==> src/verilog/suvm_pkg.sv <==
// Constants for the supply undervoltage fault monitor.
// Assumes a single 40 MHz device clock.
package suvm_pkg;
	// ==========================================================
	// Input indication positions
	localparam int SUVM_IDX_MOTOR = 0;
	localparam int SUVM_IDX_DRAIN = 1;
	localparam int SUVM_IDX_PUMP = 2;
	localparam int SUVM_IDX_GLS = 3;
	localparam int SUVM_NUM_IND = 4;
	// ==========================================================
	// Reset values and synchroniser depth
	localparam logic SUVM_FLAG_RST = 1'h0;
	localparam logic SUVM_FAULT_N_RST = 1'h0;
	localparam int SUVM_SYNC_STAGES = 2;
	// ==========================================================
	// Monitor states
	typedef enum logic [1:0] {
		SUVM_ST_RUN,
		SUVM_ST_SUPPLY_LOW,
		SUVM_ST_GATE_LOW
	} suvm_state_t;
endpackage

==> src/verilog/suvm_sync.sv <==
// Two-flop synchroniser for a bank of asynchronous level inputs.
// Assumes the inputs are slow comparator levels.
`timescale 1ns/1ps
module suvm_sync #(
	parameter int WIDTH = 4
) (
	// Clock and reset
	input wire logic sys_clk_in,
	input wire logic nrst_in,
	// Levels
	input wire logic [WIDTH-1:0] async_in,
	output logic [WIDTH-1:0] sync_out
);
	logic [WIDTH-1:0] meta_r;
	logic [WIDTH-1:0] meta_nxt;
	logic [WIDTH-1:0] sync_r;
	logic [WIDTH-1:0] sync_nxt;

	// ==========================================================
	// Next values: first stage read only by second
	always_comb begin
		meta_nxt = async_in;
		sync_nxt = meta_r;
	end

	// Register both stages
	always_ff @(posedge sys_clk_in or negedge nrst_in) begin
		if (!nrst_in) begin
			meta_r <= '0;
			sync_r <= '0;
		end else begin
			meta_r <= meta_nxt;
			sync_r <= sync_nxt;
		end
	end

	assign sync_out = sync_r;
endmodule // suvm_sync

==> src/verilog/suvm_monitor.sv <==
// Supply undervoltage fault monitor: gate disable, pump stop, fault pin, sticky flags.
// Assumes comparator indications are asynchronous, active high, and that
// clear_faults_cmd_in and enable_reset_in are one-cycle pulses on sys_clk_in.
`timescale 1ns/1ps
module suvm_monitor
	import suvm_pkg::*;
#(
	parameter bit SERIAL_VARIANT = 1'b1
) (
	// Clock and reset
	input wire logic sys_clk_in,
	input wire logic nrst_in,
	// Comparator indications, asynchronous
	input wire logic motor_supply_low_in,
	input wire logic drain_sense_supply_low_in,
	input wire logic high_side_pump_supply_low_in,
	input wire logic low_side_gate_supply_low_in,
	// Controller commands
	input wire logic clear_faults_cmd_in,
	input wire logic enable_reset_in,
	input wire logic gate_supply_check_off_in,
	// Protective actions
	output logic gate_enable_out,
	output logic pump_enable_out,
	output logic fault_out_n_out,
	// Status
	output logic global_fault_out,
	output logic supply_low_flag_out,
	output logic gate_supply_low_flag_out
);
	logic [SUVM_NUM_IND-1:0] raw_ind;
	logic [SUVM_NUM_IND-1:0] ind;
	logic supply_low;
	logic gate_low;
	logic gate_check_off;
	logic clr;
	suvm_state_t state_r;
	suvm_state_t state_nxt;
	logic global_r;
	logic global_nxt;
	logic supply_flag_r;
	logic supply_flag_nxt;
	logic gate_flag_r;
	logic gate_flag_nxt;
	logic gate_en_r;
	logic gate_en_nxt;
	logic pump_en_r;
	logic pump_en_nxt;
	logic fault_n_r;
	logic fault_n_nxt;

	// ==========================================================
	// Input synchronisation
	assign raw_ind[SUVM_IDX_MOTOR] = motor_supply_low_in;
	assign raw_ind[SUVM_IDX_DRAIN] = drain_sense_supply_low_in;
	assign raw_ind[SUVM_IDX_PUMP] = high_side_pump_supply_low_in;
	assign raw_ind[SUVM_IDX_GLS] = low_side_gate_supply_low_in;

	// Two flops before any fault logic looks at the comparators
	suvm_sync #(.WIDTH(SUVM_NUM_IND)) u_sync (
		.sys_clk_in(sys_clk_in),
		.nrst_in(nrst_in),
		.async_in(raw_ind),
		.sync_out(ind)
	);

	// ==========================================================
	// Fault qualification
	// Disable bit only honoured on the serial variant
	assign gate_check_off = SERIAL_VARIANT & gate_supply_check_off_in;
	assign supply_low = ind[SUVM_IDX_MOTOR] | ind[SUVM_IDX_DRAIN];
	assign gate_low = (ind[SUVM_IDX_PUMP] | ind[SUVM_IDX_GLS]) & ~gate_check_off;
	assign clr = clear_faults_cmd_in | enable_reset_in;

	// ==========================================================
	// State and actions. A supply fault takes precedence because it must also stop
	// the pump; a gate supply fault on its own leaves the pump running.
	always_comb begin
		state_nxt = SUVM_ST_RUN;
		if (supply_low) begin
			state_nxt = SUVM_ST_SUPPLY_LOW;
		end else if (gate_low) begin
			state_nxt = SUVM_ST_GATE_LOW;
		end
		gate_en_nxt = 1'b0;
		pump_en_nxt = 1'b0;
		fault_n_nxt = 1'b0;
		case (state_nxt)
			SUVM_ST_RUN: begin
				gate_en_nxt = 1'b1;
				pump_en_nxt = 1'b1;
				fault_n_nxt = 1'b1;
			end
			SUVM_ST_SUPPLY_LOW: begin
				pump_en_nxt = 1'b0;
			end
			SUVM_ST_GATE_LOW: begin
				pump_en_nxt = 1'b1;
			end
			default: begin
				pump_en_nxt = 1'b0;
			end
		endcase
	end

	// ==========================================================
	// Sticky flags; a set in the clear cycle wins
	always_comb begin
		supply_flag_nxt = SERIAL_VARIANT & (supply_low | (supply_flag_r & ~clr));
		gate_flag_nxt = SERIAL_VARIANT & (gate_low | (gate_flag_r & ~clr));
		global_nxt = SERIAL_VARIANT & (supply_low | gate_low | (global_r & ~clr));
	end

	// Register state, actions and flags
	always_ff @(posedge sys_clk_in or negedge nrst_in) begin
		if (!nrst_in) begin
			state_r <= SUVM_ST_RUN;
			gate_en_r <= 1'b0;
			pump_en_r <= 1'b0;
			fault_n_r <= SUVM_FAULT_N_RST;
			supply_flag_r <= SUVM_FLAG_RST;
			gate_flag_r <= SUVM_FLAG_RST;
			global_r <= SUVM_FLAG_RST;
		end else begin
			state_r <= state_nxt;
			gate_en_r <= gate_en_nxt;
			pump_en_r <= pump_en_nxt;
			fault_n_r <= fault_n_nxt;
			supply_flag_r <= supply_flag_nxt;
			gate_flag_r <= gate_flag_nxt;
			global_r <= global_nxt;
		end
	end

	assign gate_enable_out = gate_en_r;
	assign pump_enable_out = pump_en_r;
	assign fault_out_n_out = fault_n_r;
	assign global_fault_out = global_r;
	assign supply_low_flag_out = supply_flag_r;
	assign gate_supply_low_flag_out = gate_flag_r;
endmodule // suvm_monitor

==> config.mk <==
export PLATFORM = sky130hd
export DESIGN_NAME = suvm_monitor
export DESIGN_NICKNAME = d
export VERILOG_FILES = /design/src/verilog/suvm_pkg.sv /design/src/verilog/suvm_sync.sv /design/src/verilog/suvm_monitor.sv
export SDC_FILE = /design/constraint.sdc
export NUM_CORES = 1
export LEC_CHECK = 0
export BUFFER_PORTS_ARGS = -buffer_cell sky130_fd_sc_hd__buf_2
export CAP_MARGIN = 20
export CORE_AREA = 5 5 42 44
export DETAILED_ROUTE_END_ITERATION = 6
export DIE_AREA = 0 0 47 49
export SYNTH_ARGS = -nofsm -noshare
export SYNTH_HDL_FRONTEND = slang
export SYNTH_SLANG_ARGS = --single-unit
==> constraint.sdc <==
create_clock -name sys_clk_in -period 0.93 [get_ports sys_clk_in]
set_input_delay 0.0465 -clock sys_clk_in [delete_from_list [all_inputs] [get_ports sys_clk_in]]
set_output_delay 0.0465 -clock sys_clk_in [all_outputs]
set_load 0.03 [all_outputs]
After elaboration in Yosys (flattened, before gate mapping)
Index checks and enable logic that the tools add are counted.
{"block": "totals", "output_inout_bits": 6, "inputBits": 9, "latch_bits": 0, "regBits": 13, "memories": 0, "mem_bits_ro": 0, "ramBits": 0, "word_cells": 27}
{"block": "op_classes", "muxes": 4, "eq_ne": 1, "n_mul": 0, "order_cmp": 0, "reduce_logical": 2, "shifts": 0, "div": 0, "bitwise": 13, "add_sub_neg": 0}
{"op": "1-bit OR", "n": 7}
{"op": "1-bit bitwise AND", "n": 4}
{"op": "2-bit 2-to-1 mux", "n": 2}
{"op": "2-bit equality test, second input constant", "n": 1}
{"op": "2-bit logical NOT", "n": 1}
{"op": "1-bit 2-to-1 mux", "n": 2}
{"op": "1-bit inverter", "n": 2}
{"op": "2-bit OR reduction", "n": 1}

Longest topological paths before layout
Gate-level depths: netlist of run 1.
{"block": "depth", "word_depth": 7, "depth_mapped": 2, "mapped_depth_nobuf": 2}

Hierarchy
A second synthesis of run 1 with hierarchy kept.
{"block": "hier_totals", "hier_cells": 22, "hier_area_um2": 390.4}
{"module": "suvm_sync", "cells_per_inst": 8, "area_per_inst_um2": 200.2, "seq_area_each_um2": 200.2, "n_inst": 1}
{"module": "suvm_monitor", "cells_per_inst": 14, "area_per_inst_um2": 190.2, "seq_area_each_um2": 125.1, "n_inst": 1}

Worst setup path before layout of run 1
OpenSTA, ideal clock, no wires.
{"block": "synth_timing", "kind": "flip-flop to flip-flop", "from": "reg global_r (netlist: global_fault_out)", "to": "reg global_r (netlist: global_fault_out)", "setup_ns": 0.080, "stages_incl_launch_ff": 3, "path_buffers": 0, "required_time_ns": 0.850, "path_slack_ns": -0.076, "period_less_slack_ns": 1.006, "t_arrival_ns": 0.926, "cell_sequence": "dfrtp_1 > or3b_1 > o211ai_2"}
{"block": "synth_via", "elab_chain_cells": 2}
{"item": "start, declared", "line_no": "suvm_monitor.sv:39", "source": "logic global_r;"}
{"item": "start signal, assigned", "line_no": "suvm_monitor.sv:131", "source": "global_r <= global_nxt;"}
{"item": "1-bit bitwise AND", "line_no": "suvm_monitor.sv:111", "source": "global_nxt = SERIAL_VARIANT & (supply_low | gate_low | (global_r & ~clr));"}
{"item": "1-bit OR", "line_no": "suvm_monitor.sv:111"}
{"item": "net global_nxt", "line_no": "suvm_monitor.sv:40", "source": "logic global_nxt;"}
The timed path passes the listed nets, and every way through them passes these cells.

Final worst setup path of run 1
{"block": "layout_timing", "from": "reg gate_flag_r (netlist: gate_supply_low_flag_out)", "to": "out gate_supply_low_flag_out"}
{"item": "start, declared", "line_no": "suvm_monitor.sv:43", "source": "logic gate_flag_r;"}
{"item": "start signal, assigned", "line_no": "suvm_monitor.sv:130", "source": "gate_flag_r <= gate_flag_nxt;"}
{"item": "end, declared", "line_no": "suvm_monitor.sv:29", "source": "output logic gate_supply_low_flag_out"}
No word-level cell between the ends.

==> results of run 1 <==
-- logic make-up (layout without fill, tap and decap cells) --
family / Yosys count / after routing / synth area share (%)
DFF: 13 / 13 / 83.3
and+or+nand+nor: 4 / 4 / 5.13
buffers and inverters: 1 / 24 / 1.92
AOI/OAI and AO/OA: 4 / 4 / 9.62
-- layer usage --
metal	up-vias	GRT usage, %	wire length [µm]
li1	122	-	-
met1	119	8.29	278
met2	14	11.1	327
met3	0	2.21	85
met4	0	4.15	0
met5	-	0	0
-- final cells by class --
class | instances | area (µm²) | area share, %
flip-flops and latches | 13 | 327 | 58.3
repair buffers | 20 | 130 | 23.2
clock buffers | 4 | 26.3 | 4.69
well taps | 16 | 20.0 | 3.57
multi-input cells | 8 | 57.6 | 10.3
-- cell usage in the layout (no fill, tap or decap), drive strengths merged --
cell / n
o211ai: 1
o2bb2ai: 1
nor2: 3
dfrtp: 13
o21a: 1
clkbuf: 4
a211o: 1
dlygate4sd3: 6
buf: 14
or3b: 1
-- sequential cells by signal (all words and copies together), names as in the netlist --
| register | flops |
|---|---|
| fault_out_n_out | 1 |
| gate_supply_low_flag_out | 1 |
| global_fault_out | 1 |
| pump_enable_out | 1 |
| supply_low_flag_out | 1 |
| u_sync.meta_r | 4 |
| u_sync.sync_out | 4 |
-- metrics by stage --
stage,setup slack (ns),instance area (µm²),hold WS [ns]
finish,0.0558,561,0.0807
detailed placement,0.0833,474,-0.0568
global placement,0.100,474,-0.0635
floorplan,-0.0116,392,-0.249
global route,0.0119,561,0.0908
CTS,0.0394,561,0.0748
-- synthesized netlist by cell type, drive strengths merged --
cell / n / area [µm²]
o211ai: 1 / 12.5
or3b: 1 / 8.76
dfrtp: 13 / 325
nor2: 3 / 11.3
o21a: 1 / 7.51
a211o: 1 / 8.76
buf: 1 / 7.51
o2bb2ai: 1 / 8.76
-- power groups by stage --
stage	clock [W]	combinational (W)	sequential, W
2_1_floorplan	0	0.0000232	0.000641
3_3_place_gp	0	0.0000919	0.000615
3_5_place_dp	0	0.0000933	0.000617
4_1_cts	0.000346	0.000113	0.000606
5_1_grt	0.000372	0.000123	0.000608
6_report	0.000325	0.000111	0.000605
-- how the worst max path moves through the flow --
| stage | startpoint | to | slack (ns) | cells after the start |
|---|---|---|---|---|
| finish | gate_supply_low_flag_out | gate_supply_low_flag_out | 0.06 | 1 |
| global route | u_sync.sync_out[1] | global_fault_out | 0.01 | 2 |
| CTS | global_fault_out | global_fault_out | 0.04 | 1 |
| detailed placement | global_fault_out | global_fault_out | 0.08 | 2 |
| global placement | global_fault_out | global_fault_out | 0.10 | 2 |
| floorplan | global_fault_out | global_fault_out | -0.01 | 2 |
-- worst reg2reg max path: cells and delay by family, from the launching register on --
| family | cells | cell delay [ns] |
|---|---|---|
| AND/OR/NAND/NOR | 1 | 0.37 |
| flip-flops | 1 | 0.35 |
| AO/OA/AOI/OAI | 1 | 0.07 |
==> impl_metrics.tcl, run 1 <==
set metrics [dict create \
    fill_cells 145 \
    critPathLaunchType "flop" \
    die_w_um 47 \
    min_path_cells 3 \
    yosysWarnings 0 \
    cts_hold_buf 6 \
    setup_tns_ns 0 \
    switching_share_pct 22.4 \
    routedWlPerCell_um 11.3 \
    leakagePower_nw 0.266 \
    port_buffers 14 \
    outcome "finished clean" \
    worstMarginPinSlew_ns 0.278 \
    crit_slowest_cell "dfrtp_1" \
    antenna_found_initial 0 \
    hold_viol_final 0 \
    synth_seq_area_share_pct 83.3 \
    max_stage_delay_ns 0.39 \
    min_period_ns 0.874 \
    combPwrFrac_pct 10.7 \
    drc 0 \
    syn-cell-area_um2 390 \
    clock-sinks 13 \
    hold_class "primary input to flop" \
    syn2layout_area_growth_pct 43.6 \
    crit_type "flop to output pin" \
    arrival_ns 0.83 \
    cts_inserted_buffers 3 \
    worstPathMaxFanout 2 \
    first_iter_violations 0 \
    p_clk_share_pct 31.2 \
    start_util_pct 27.9 \
    drive_gt1_share_pct 42.2 \
    worst-r2r-setup-slack_ns 0.07 \
    vdd_drop_max_v 0.000726 \
    finalSetupViolCount 0 \
    clock_path_buffers 2 \
    gp_congestion 0.686 \
    num_rows 14 \
    max_freq_mhz 1140 \
    power_frac_seq_pct 58.1 \
    critical-path-top-delay-family "flip-flops" \
    p_int_w 0.000808 \
    final_cells 61 \
    critPathBufInv 1 \
    cts_setup_buffers 0 \
    p_per_area_nw_per_um2 1860 \
    endpoint_kind "output pin" \
    cp.required_ns 0.88 \
    r2r-end "global_fault_out" \
    cts_root_buf "clkbuf_4" \
    rsz0062_at_grt "false" \
    grt_pass1_wl_um 1170 \
    rr_worst_depth 2 \
    gr-total-overflow 0 \
    cap_viol_max_count 0 \
    netSwitchingPower_w 0.000234 \
    syn_nets 31 \
    vias 255 \
    clkTransAtPathRegs_ns 0.07 \
    timing.rr.start "global_fault_out" \
    io_pins 15 \
    syn-instance-count 22 \
    n_antenna_cell 0 \
    skew_ns 0.00617 \
    power_w 0.00104 \
    hold_end "gate_supply_low_flag_out" \
    first_pass_iters 1 \
    synth_cell_types 8 \
    min_from "clear_faults_cmd_in" \
    clock_latency_ns 0.26 \
    syn_area_per_cell_um2 17.7 \
    grt_pass1_vias 301 \
    routed_via_density 4.18 \
    core-area_um2 1400 \
    ys_ff_latch 13 \
    min_period_over_period_pct 94.0 \
    slew_viol_final 0 \
    die_y_um 49 \
    h-tree-depth 1 \
    ant_nets 0 \
    dp.cells 51 \
    dp_hpwl_um 490 \
    grt_use_total_pct 7.15 \
    wl_um 691 \
    path_cells "buf_2" \
    utilization_pct 40.0 \
    nets 55 \
    die_area_um2 2300 \
    grt_max_degree 14 \
    cts_tree "yes" \
    ctsResizeCount 0 \
    maxSlewHeadroom_pct 81.4 \
]
No activity file was read; power rests on OpenSTA's default activity.
==> run 2: changes to the inputs <==
--- a/config.mk
+++ b/config.mk
@@ -7,9 +7,11 @@
 export LEC_CHECK = 0
 export BUFFER_PORTS_ARGS = -buffer_cell sky130_fd_sc_hd__buf_2
 export CAP_MARGIN = 20
-export CORE_AREA = 5 5 42 44
+export CORE_AREA = 2 2 39 41
 export DETAILED_ROUTE_END_ITERATION = 6
-export DIE_AREA = 0 0 47 49
+export DIE_AREA = 0 0 41 43
+export HOLD_SLACK_MARGIN = 0.03
+export SETUP_SLACK_MARGIN = 0.2
 export SYNTH_ARGS = -nofsm -noshare
 export SYNTH_HDL_FRONTEND = slang
 export SYNTH_SLANG_ARGS = --single-unit
==> impl_metrics.tcl, run 2 (synthesized netlist as in run 1, its figures left out) <==
set metrics [dict create \
    clkTransAtPathRegs_ns 0.07 \
    nets 59 \
    final_cells 65 \
    grt_use_total_pct 9.52 \
    die_y_um 43 \
    cts_root_buf "clkbuf_4" \
    slew_viol_final 0 \
    gr-total-overflow 0 \
    critPathLaunchType "flop" \
    hold_class "primary input to flop" \
    fill_cells 113 \
    path_cells "or3b_4 > o211ai_2" \
    syn2layout_area_growth_pct 71.8 \
    die_area_um2 1760 \
    dp.cells 51 \
    place_area_um2 478 \
    cts_tree "yes" \
    n_antenna_cell 0 \
    first_pass_iters 1 \
    gp_congestion 0.597 \
    num_rows 14 \
    skew_ns 0.00563 \
    endpoint_kind "flop" \
    cap_viol_max_count 0 \
    grt_pass1_wl_um 986 \
    h-tree-depth 1 \
    min_period_over_period_pct 95.0 \
    grt_max_degree 14 \
    finalSetupViolCount 0 \
    min_period_ns 0.884 \
    ant_nets 0 \
    cp.required_ns 1.12 \
    wl_um 688 \
    vias 269 \
    arrival_ns 1.08 \
    critical-path-top-delay-family "simple AND/OR/NAND/NOR gates" \
    drive_gt1_share_pct 61.2 \
    critPathBufInv 0 \
    setup_tns_ns 0 \
    clock_path_buffers 2 \
    clock-sinks 13 \
    port_buffers 14 \
    start_util_pct 28.2 \
    leakagePower_nw 0.303 \
    crit_type "flop to flop" \
    outcome "finished clean" \
    cts_inserted_buffers 3 \
    first_iter_violations 0 \
    final_area_um2 671 \
    worstPathMaxFanout 2 \
    rsz0062_at_grt "true" \
    grt_pass1_vias 252 \
    drc 0 \
    max_stage_delay_ns 0.38 \
    routed_via_density 4.14 \
    worstMarginPinSlew_ns 0.276 \
    final_cell_mix "buf_6, dfrtp_1, buf_2" \
    core-area_um2 1380 \
    p_per_area_nw_per_um2 1650 \
    utilization_pct 48.5 \
    maxSlewHeadroom_pct 81.6 \
    max_freq_mhz 1130 \
    io_pins 15 \
    crit_slowest_cell "or3b_4" \
    clock_latency_ns 0.27 \
    vdd_drop_max_v 0.000683 \
    hold_viol_final 0 \
    antenna_found_initial 0 \
    die_w_um 41 \
    routedWlPerCell_um 10.6 \
]
[run 2: cell count changes in the layout (fill, tap and decap cells not counted), moves of 2 or more]
| cell | change |
|---|---|
| buf_2 | -6 |
| buf_6 | +9 |
| dfrtp_1 | -3 |
| dfrtp_2 | +3 |
| nor2_1 | -2 |
| nor2_4 | +2 |
[run 2: metrics by stage]
| step | setup slack (ns) | hold slack [ns] | power, W |
|---|---|---|---|
| 2_1_floorplan | -0.0116 | -0.249 | 0.000666 |
| 3_3_place_gp | 0.0989 | -0.0614 | 0.000708 |
| 3_5_place_dp | 0.0904 | -0.0591 | 0.000709 |
| 4_1_cts | 0.0525 | 0.0585 | 0.00110 |
| 5_1_grt | 0.0242 | 0.0797 | 0.00117 |
| 6_report | 0.0463 | 0.0680 | 0.00111 |
[run 2: layout make-up]
class / instances / area (µm²) / area share (%)
clock buffer: 3 / 22.5 / 3.36
clock inverter: 1 / 5.00 / 0.746
timing repair buffer: 24 / 211 / 31.5
sequential: 13 / 330 / 49.3
tap: 16 / 20.0 / 2.99
multi-input combinational: 8 / 81.3 / 12.1
[run 2: final timing paths]
kind                                     startpoint                  endpoint  slack, ns  depth (start not counted)
worst max register to register     global_fault_out          global_fault_out       0.05                          2
worst max-delay path               global_fault_out          global_fault_out       0.05                          2
worst min register to register     u_sync.meta_r[2]        u_sync.sync_out[2]       0.35                          0
max in group asynchronous                   nrst_in           fault_out_n_out       0.52                          2
worst min-delay path            clear_faults_cmd_in  gate_supply_low_flag_out       0.07                          3
min in group asynchronous                   nrst_in        u_sync.sync_out[0]       0.17                          2
[run 2: metal layers]
layer	track usage, %	wire length, µm	vias to the layer above
met1	8.22	242	124
met2	15.0	366	19
met5	0	0	-
met3	7.85	79	0
met4	4.00	0	0
li1	-	-	126
[run 2: power breakdown]
group | leakage [nW] | internal (W) | switching (W)
clock | 0.0177 | 0.000159 | 0.000174
combinational | 0.138 | 0.0000898 | 0.0000706
sequential | 0.147 | 0.000596 | 0.0000187
[run 2: timing repair]
| item | CTS | global route |
|---|---|---|
| endpoints found under the setup margin | 10 | 11 |
| endpoints found under the hold margin | 19 | 0 |
| pin swaps | 1 | 3 |
| setup buffers | 2 | 1 |
| gates resized for setup | 16 | 5 |
| hold buffers | 7 | 0 |
[run 2: tightest hold or removal path: stages]
cell	delay, ns
buf_2	0.09
nor2_1	0.06
o2bb2ai_2	0.11
==> run 3: changes to the inputs <==
--- a/config.mk
+++ b/config.mk
@@ -5,6 +5,7 @@
 export SDC_FILE = /design/constraint.sdc
 export NUM_CORES = 1
 export LEC_CHECK = 0
+export ABC_AREA = 1
 export BUFFER_PORTS_ARGS = -buffer_cell sky130_fd_sc_hd__buf_2
 export CAP_MARGIN = 20
 export CORE_AREA = 2 2 39 41
==> impl_metrics.tcl, run 3 <==
set metrics [dict create \
    outcome "finished clean" \
    wl_um 608 \
    max_stage_delay_ns 0.41 \
    min_period_ns 0.861 \
    num_rows 14 \
    drive_gt1_share_pct 47.1 \
    synth_top_area_share_pct 82.5 \
    worstMarginPinSlew_ns 0.277 \
    h-tree-depth 1 \
    synth.most_common_cell "dfrtp_1" \
    dp.cells 56 \
    die_area_um2 1760 \
    clkTransAtPathRegs_ns 0.07 \
    vias 268 \
    clock_latency_ns 0.26 \
    timing.rr.start "u_sync.sync_out[2]" \
    port_buffers 14 \
    skew_ns 0.000752 \
    maxSlewHeadroom_pct 81.6 \
    min_period_over_period_pct 92.6 \
    ys_ff_latch 13 \
    worstPathMaxFanout 2 \
    path_cells "buf_6" \
    hold_class "primary input to flop" \
    antenna_found_initial 0 \
    rsz0062_at_grt "true" \
    critPathLaunchType "flop" \
    first_iter_violations 3 \
    cp.required_ns 0.88 \
    vdd_drop_max_v 0.000645 \
    grt_pass1_vias 263 \
    hold_slack_ns 0.0444 \
    yosysWarnings 0 \
    drc 0 \
    grt_max_degree 14 \
    gp_congestion 0.613 \
    grt_pass1_wl_um 924 \
    io_pins 15 \
    n_antenna_cell 0 \
    critical-path-top-delay-family "flip-flops" \
    synth_area_leaders "dfrtp_1, nand2_1, nor2_1" \
    syn-instance-count 27 \
    crit_start "fault_out_n_out" \
    min_path_cells 4 \
    max_freq_mhz 1160 \
    grt_use_total_pct 8.90 \
    setup_tns_ns 0 \
    leakagePower_nw 0.288 \
    setup_slack_ns 0.0689 \
    finalSetupViolCount 0 \
    synthArstFlopShare_pct 100 \
    p_per_area_nw_per_um2 1740 \
    synth_largest_area_cell "dfrtp_1" \
    place_ws_ns 0.163 \
    synth_cell_types 8 \
    synthTopCellsByCount "dfrtp_1, nand2_1, nor2_1" \
    final_cells 67 \
    clock_path_buffers 2 \
    die_y_um 43 \
    min_from "clear_faults_cmd_in" \
    crit_type "flop to output pin" \
    syn2layout_area_growth_pct 55.6 \
    cts_root_buf "clkbuf_4" \
    arrival_ns 0.81 \
    core-area_um2 1380 \
    place_area_um2 482 \
    first_pass_iters 2 \
    clock-sinks 13 \
    cap_viol_max_count 0 \
    hold_viol_final 0 \
    rr_worst_depth 2 \
    synth_seq_area_share_pct 82.5 \
    cts_inserted_buffers 3 \
    cts_tree "yes" \
    die_w_um 41 \
    final_cell_mix "dfrtp_1, buf_2, dlygate4sd3_1, buf_6, nand2_1" \
    critPathBufInv 1 \
    gr-total-overflow 0 \
    synth_edf_count 0 \
    syn_area_per_cell_um2 14.6 \
    hold_end "gate_supply_low_flag_out" \
    routedWlPerCell_um 9.07 \
    ys.flop_type "dfrtp_1" \
    nets 61 \
    layout.cells.most_common "dfrtp_1" \
    final_area_um2 613 \
    r2r-end "global_fault_out" \
    syn-cell-area_um2 394 \
    start_util_pct 28.5 \
    routed_via_density 4.00 \
    crit_slowest_cell "dfrtp_2" \
    slew_viol_final 0 \
    ant_nets 0 \
    endpoint_kind "output pin" \
    worst-r2r-setup-slack_ns 0.15 \
    syn_nets 36 \
]
-- run 3: worst max path at each step --
stage                             endpoint  slack, ns  depth (start not counted)
after floorplan           global_fault_out       0.20                          2
after global placement    global_fault_out       0.18                          2
after detailed placement  global_fault_out       0.16                          2
after CTS                  gate_enable_out       0.05                          1
after global routing       fault_out_n_out       0.03                          1
final                      fault_out_n_out       0.07                          1
-- run 3: metal layers --
metal  vias to the layer above  GRT usage, %  part of all wire, %
li1                        130             -                    -
met1                       124          7.88                   34
met2                        14          13.4                   58
met3                         0          4.71                  7.4
met4                         0          8.00                    0
met5                         -             0                    0
-- run 3: cell type report --
class                   instances  area [µm²]
well taps                      16        20.0
flip-flops and latches         13         330
multi-input cells              12        57.6
fillers                       129         771
repair buffers                 21         175
clock buffers                   4        26.3
inverters                       1        3.75
-- run 3: report_power, final --
| group | internal [W] | leakage [nW] | switching (W) |
|---|---|---|---|
| combinational | 0.0000663 | 0.126 | 0.0000640 |
| sequential | 0.000596 | 0.147 | 0.0000153 |
| clock | 0.000166 | 0.0150 | 0.000157 |
-- run 3: cells by family (layout without fill, tap and decap cells) --
kind of cell / Yosys count / after routing / synth area share [%]
AOI/OAI and AO/OA: 1 / 1 / 1.91
buffers and inverters: 2 / 26 / 2.86
DFF: 13 / 13 / 82.5
and+or+nand+nor: 11 / 11 / 12.7
-- run 3: repair_timing --
action	in CTS	in global routing
pin swaps	3	2
cloned	0	0
setup buffers	0	1
hold buffers	6	0
resized for setup	12	0
hold endpoints to repair	19	0
endpoints found under the setup margin	9	10
-- run 3: through the flow --
step / power (W) / util [%]
after floorplan: 0.000670 / -
after global placement: 0.000709 / 34.8
after detailed placement: 0.000712 / 34.8
after CTS: 0.00109 / 43.8
after global routing: 0.00113 / 44.3
final: 0.00107 / 44.3
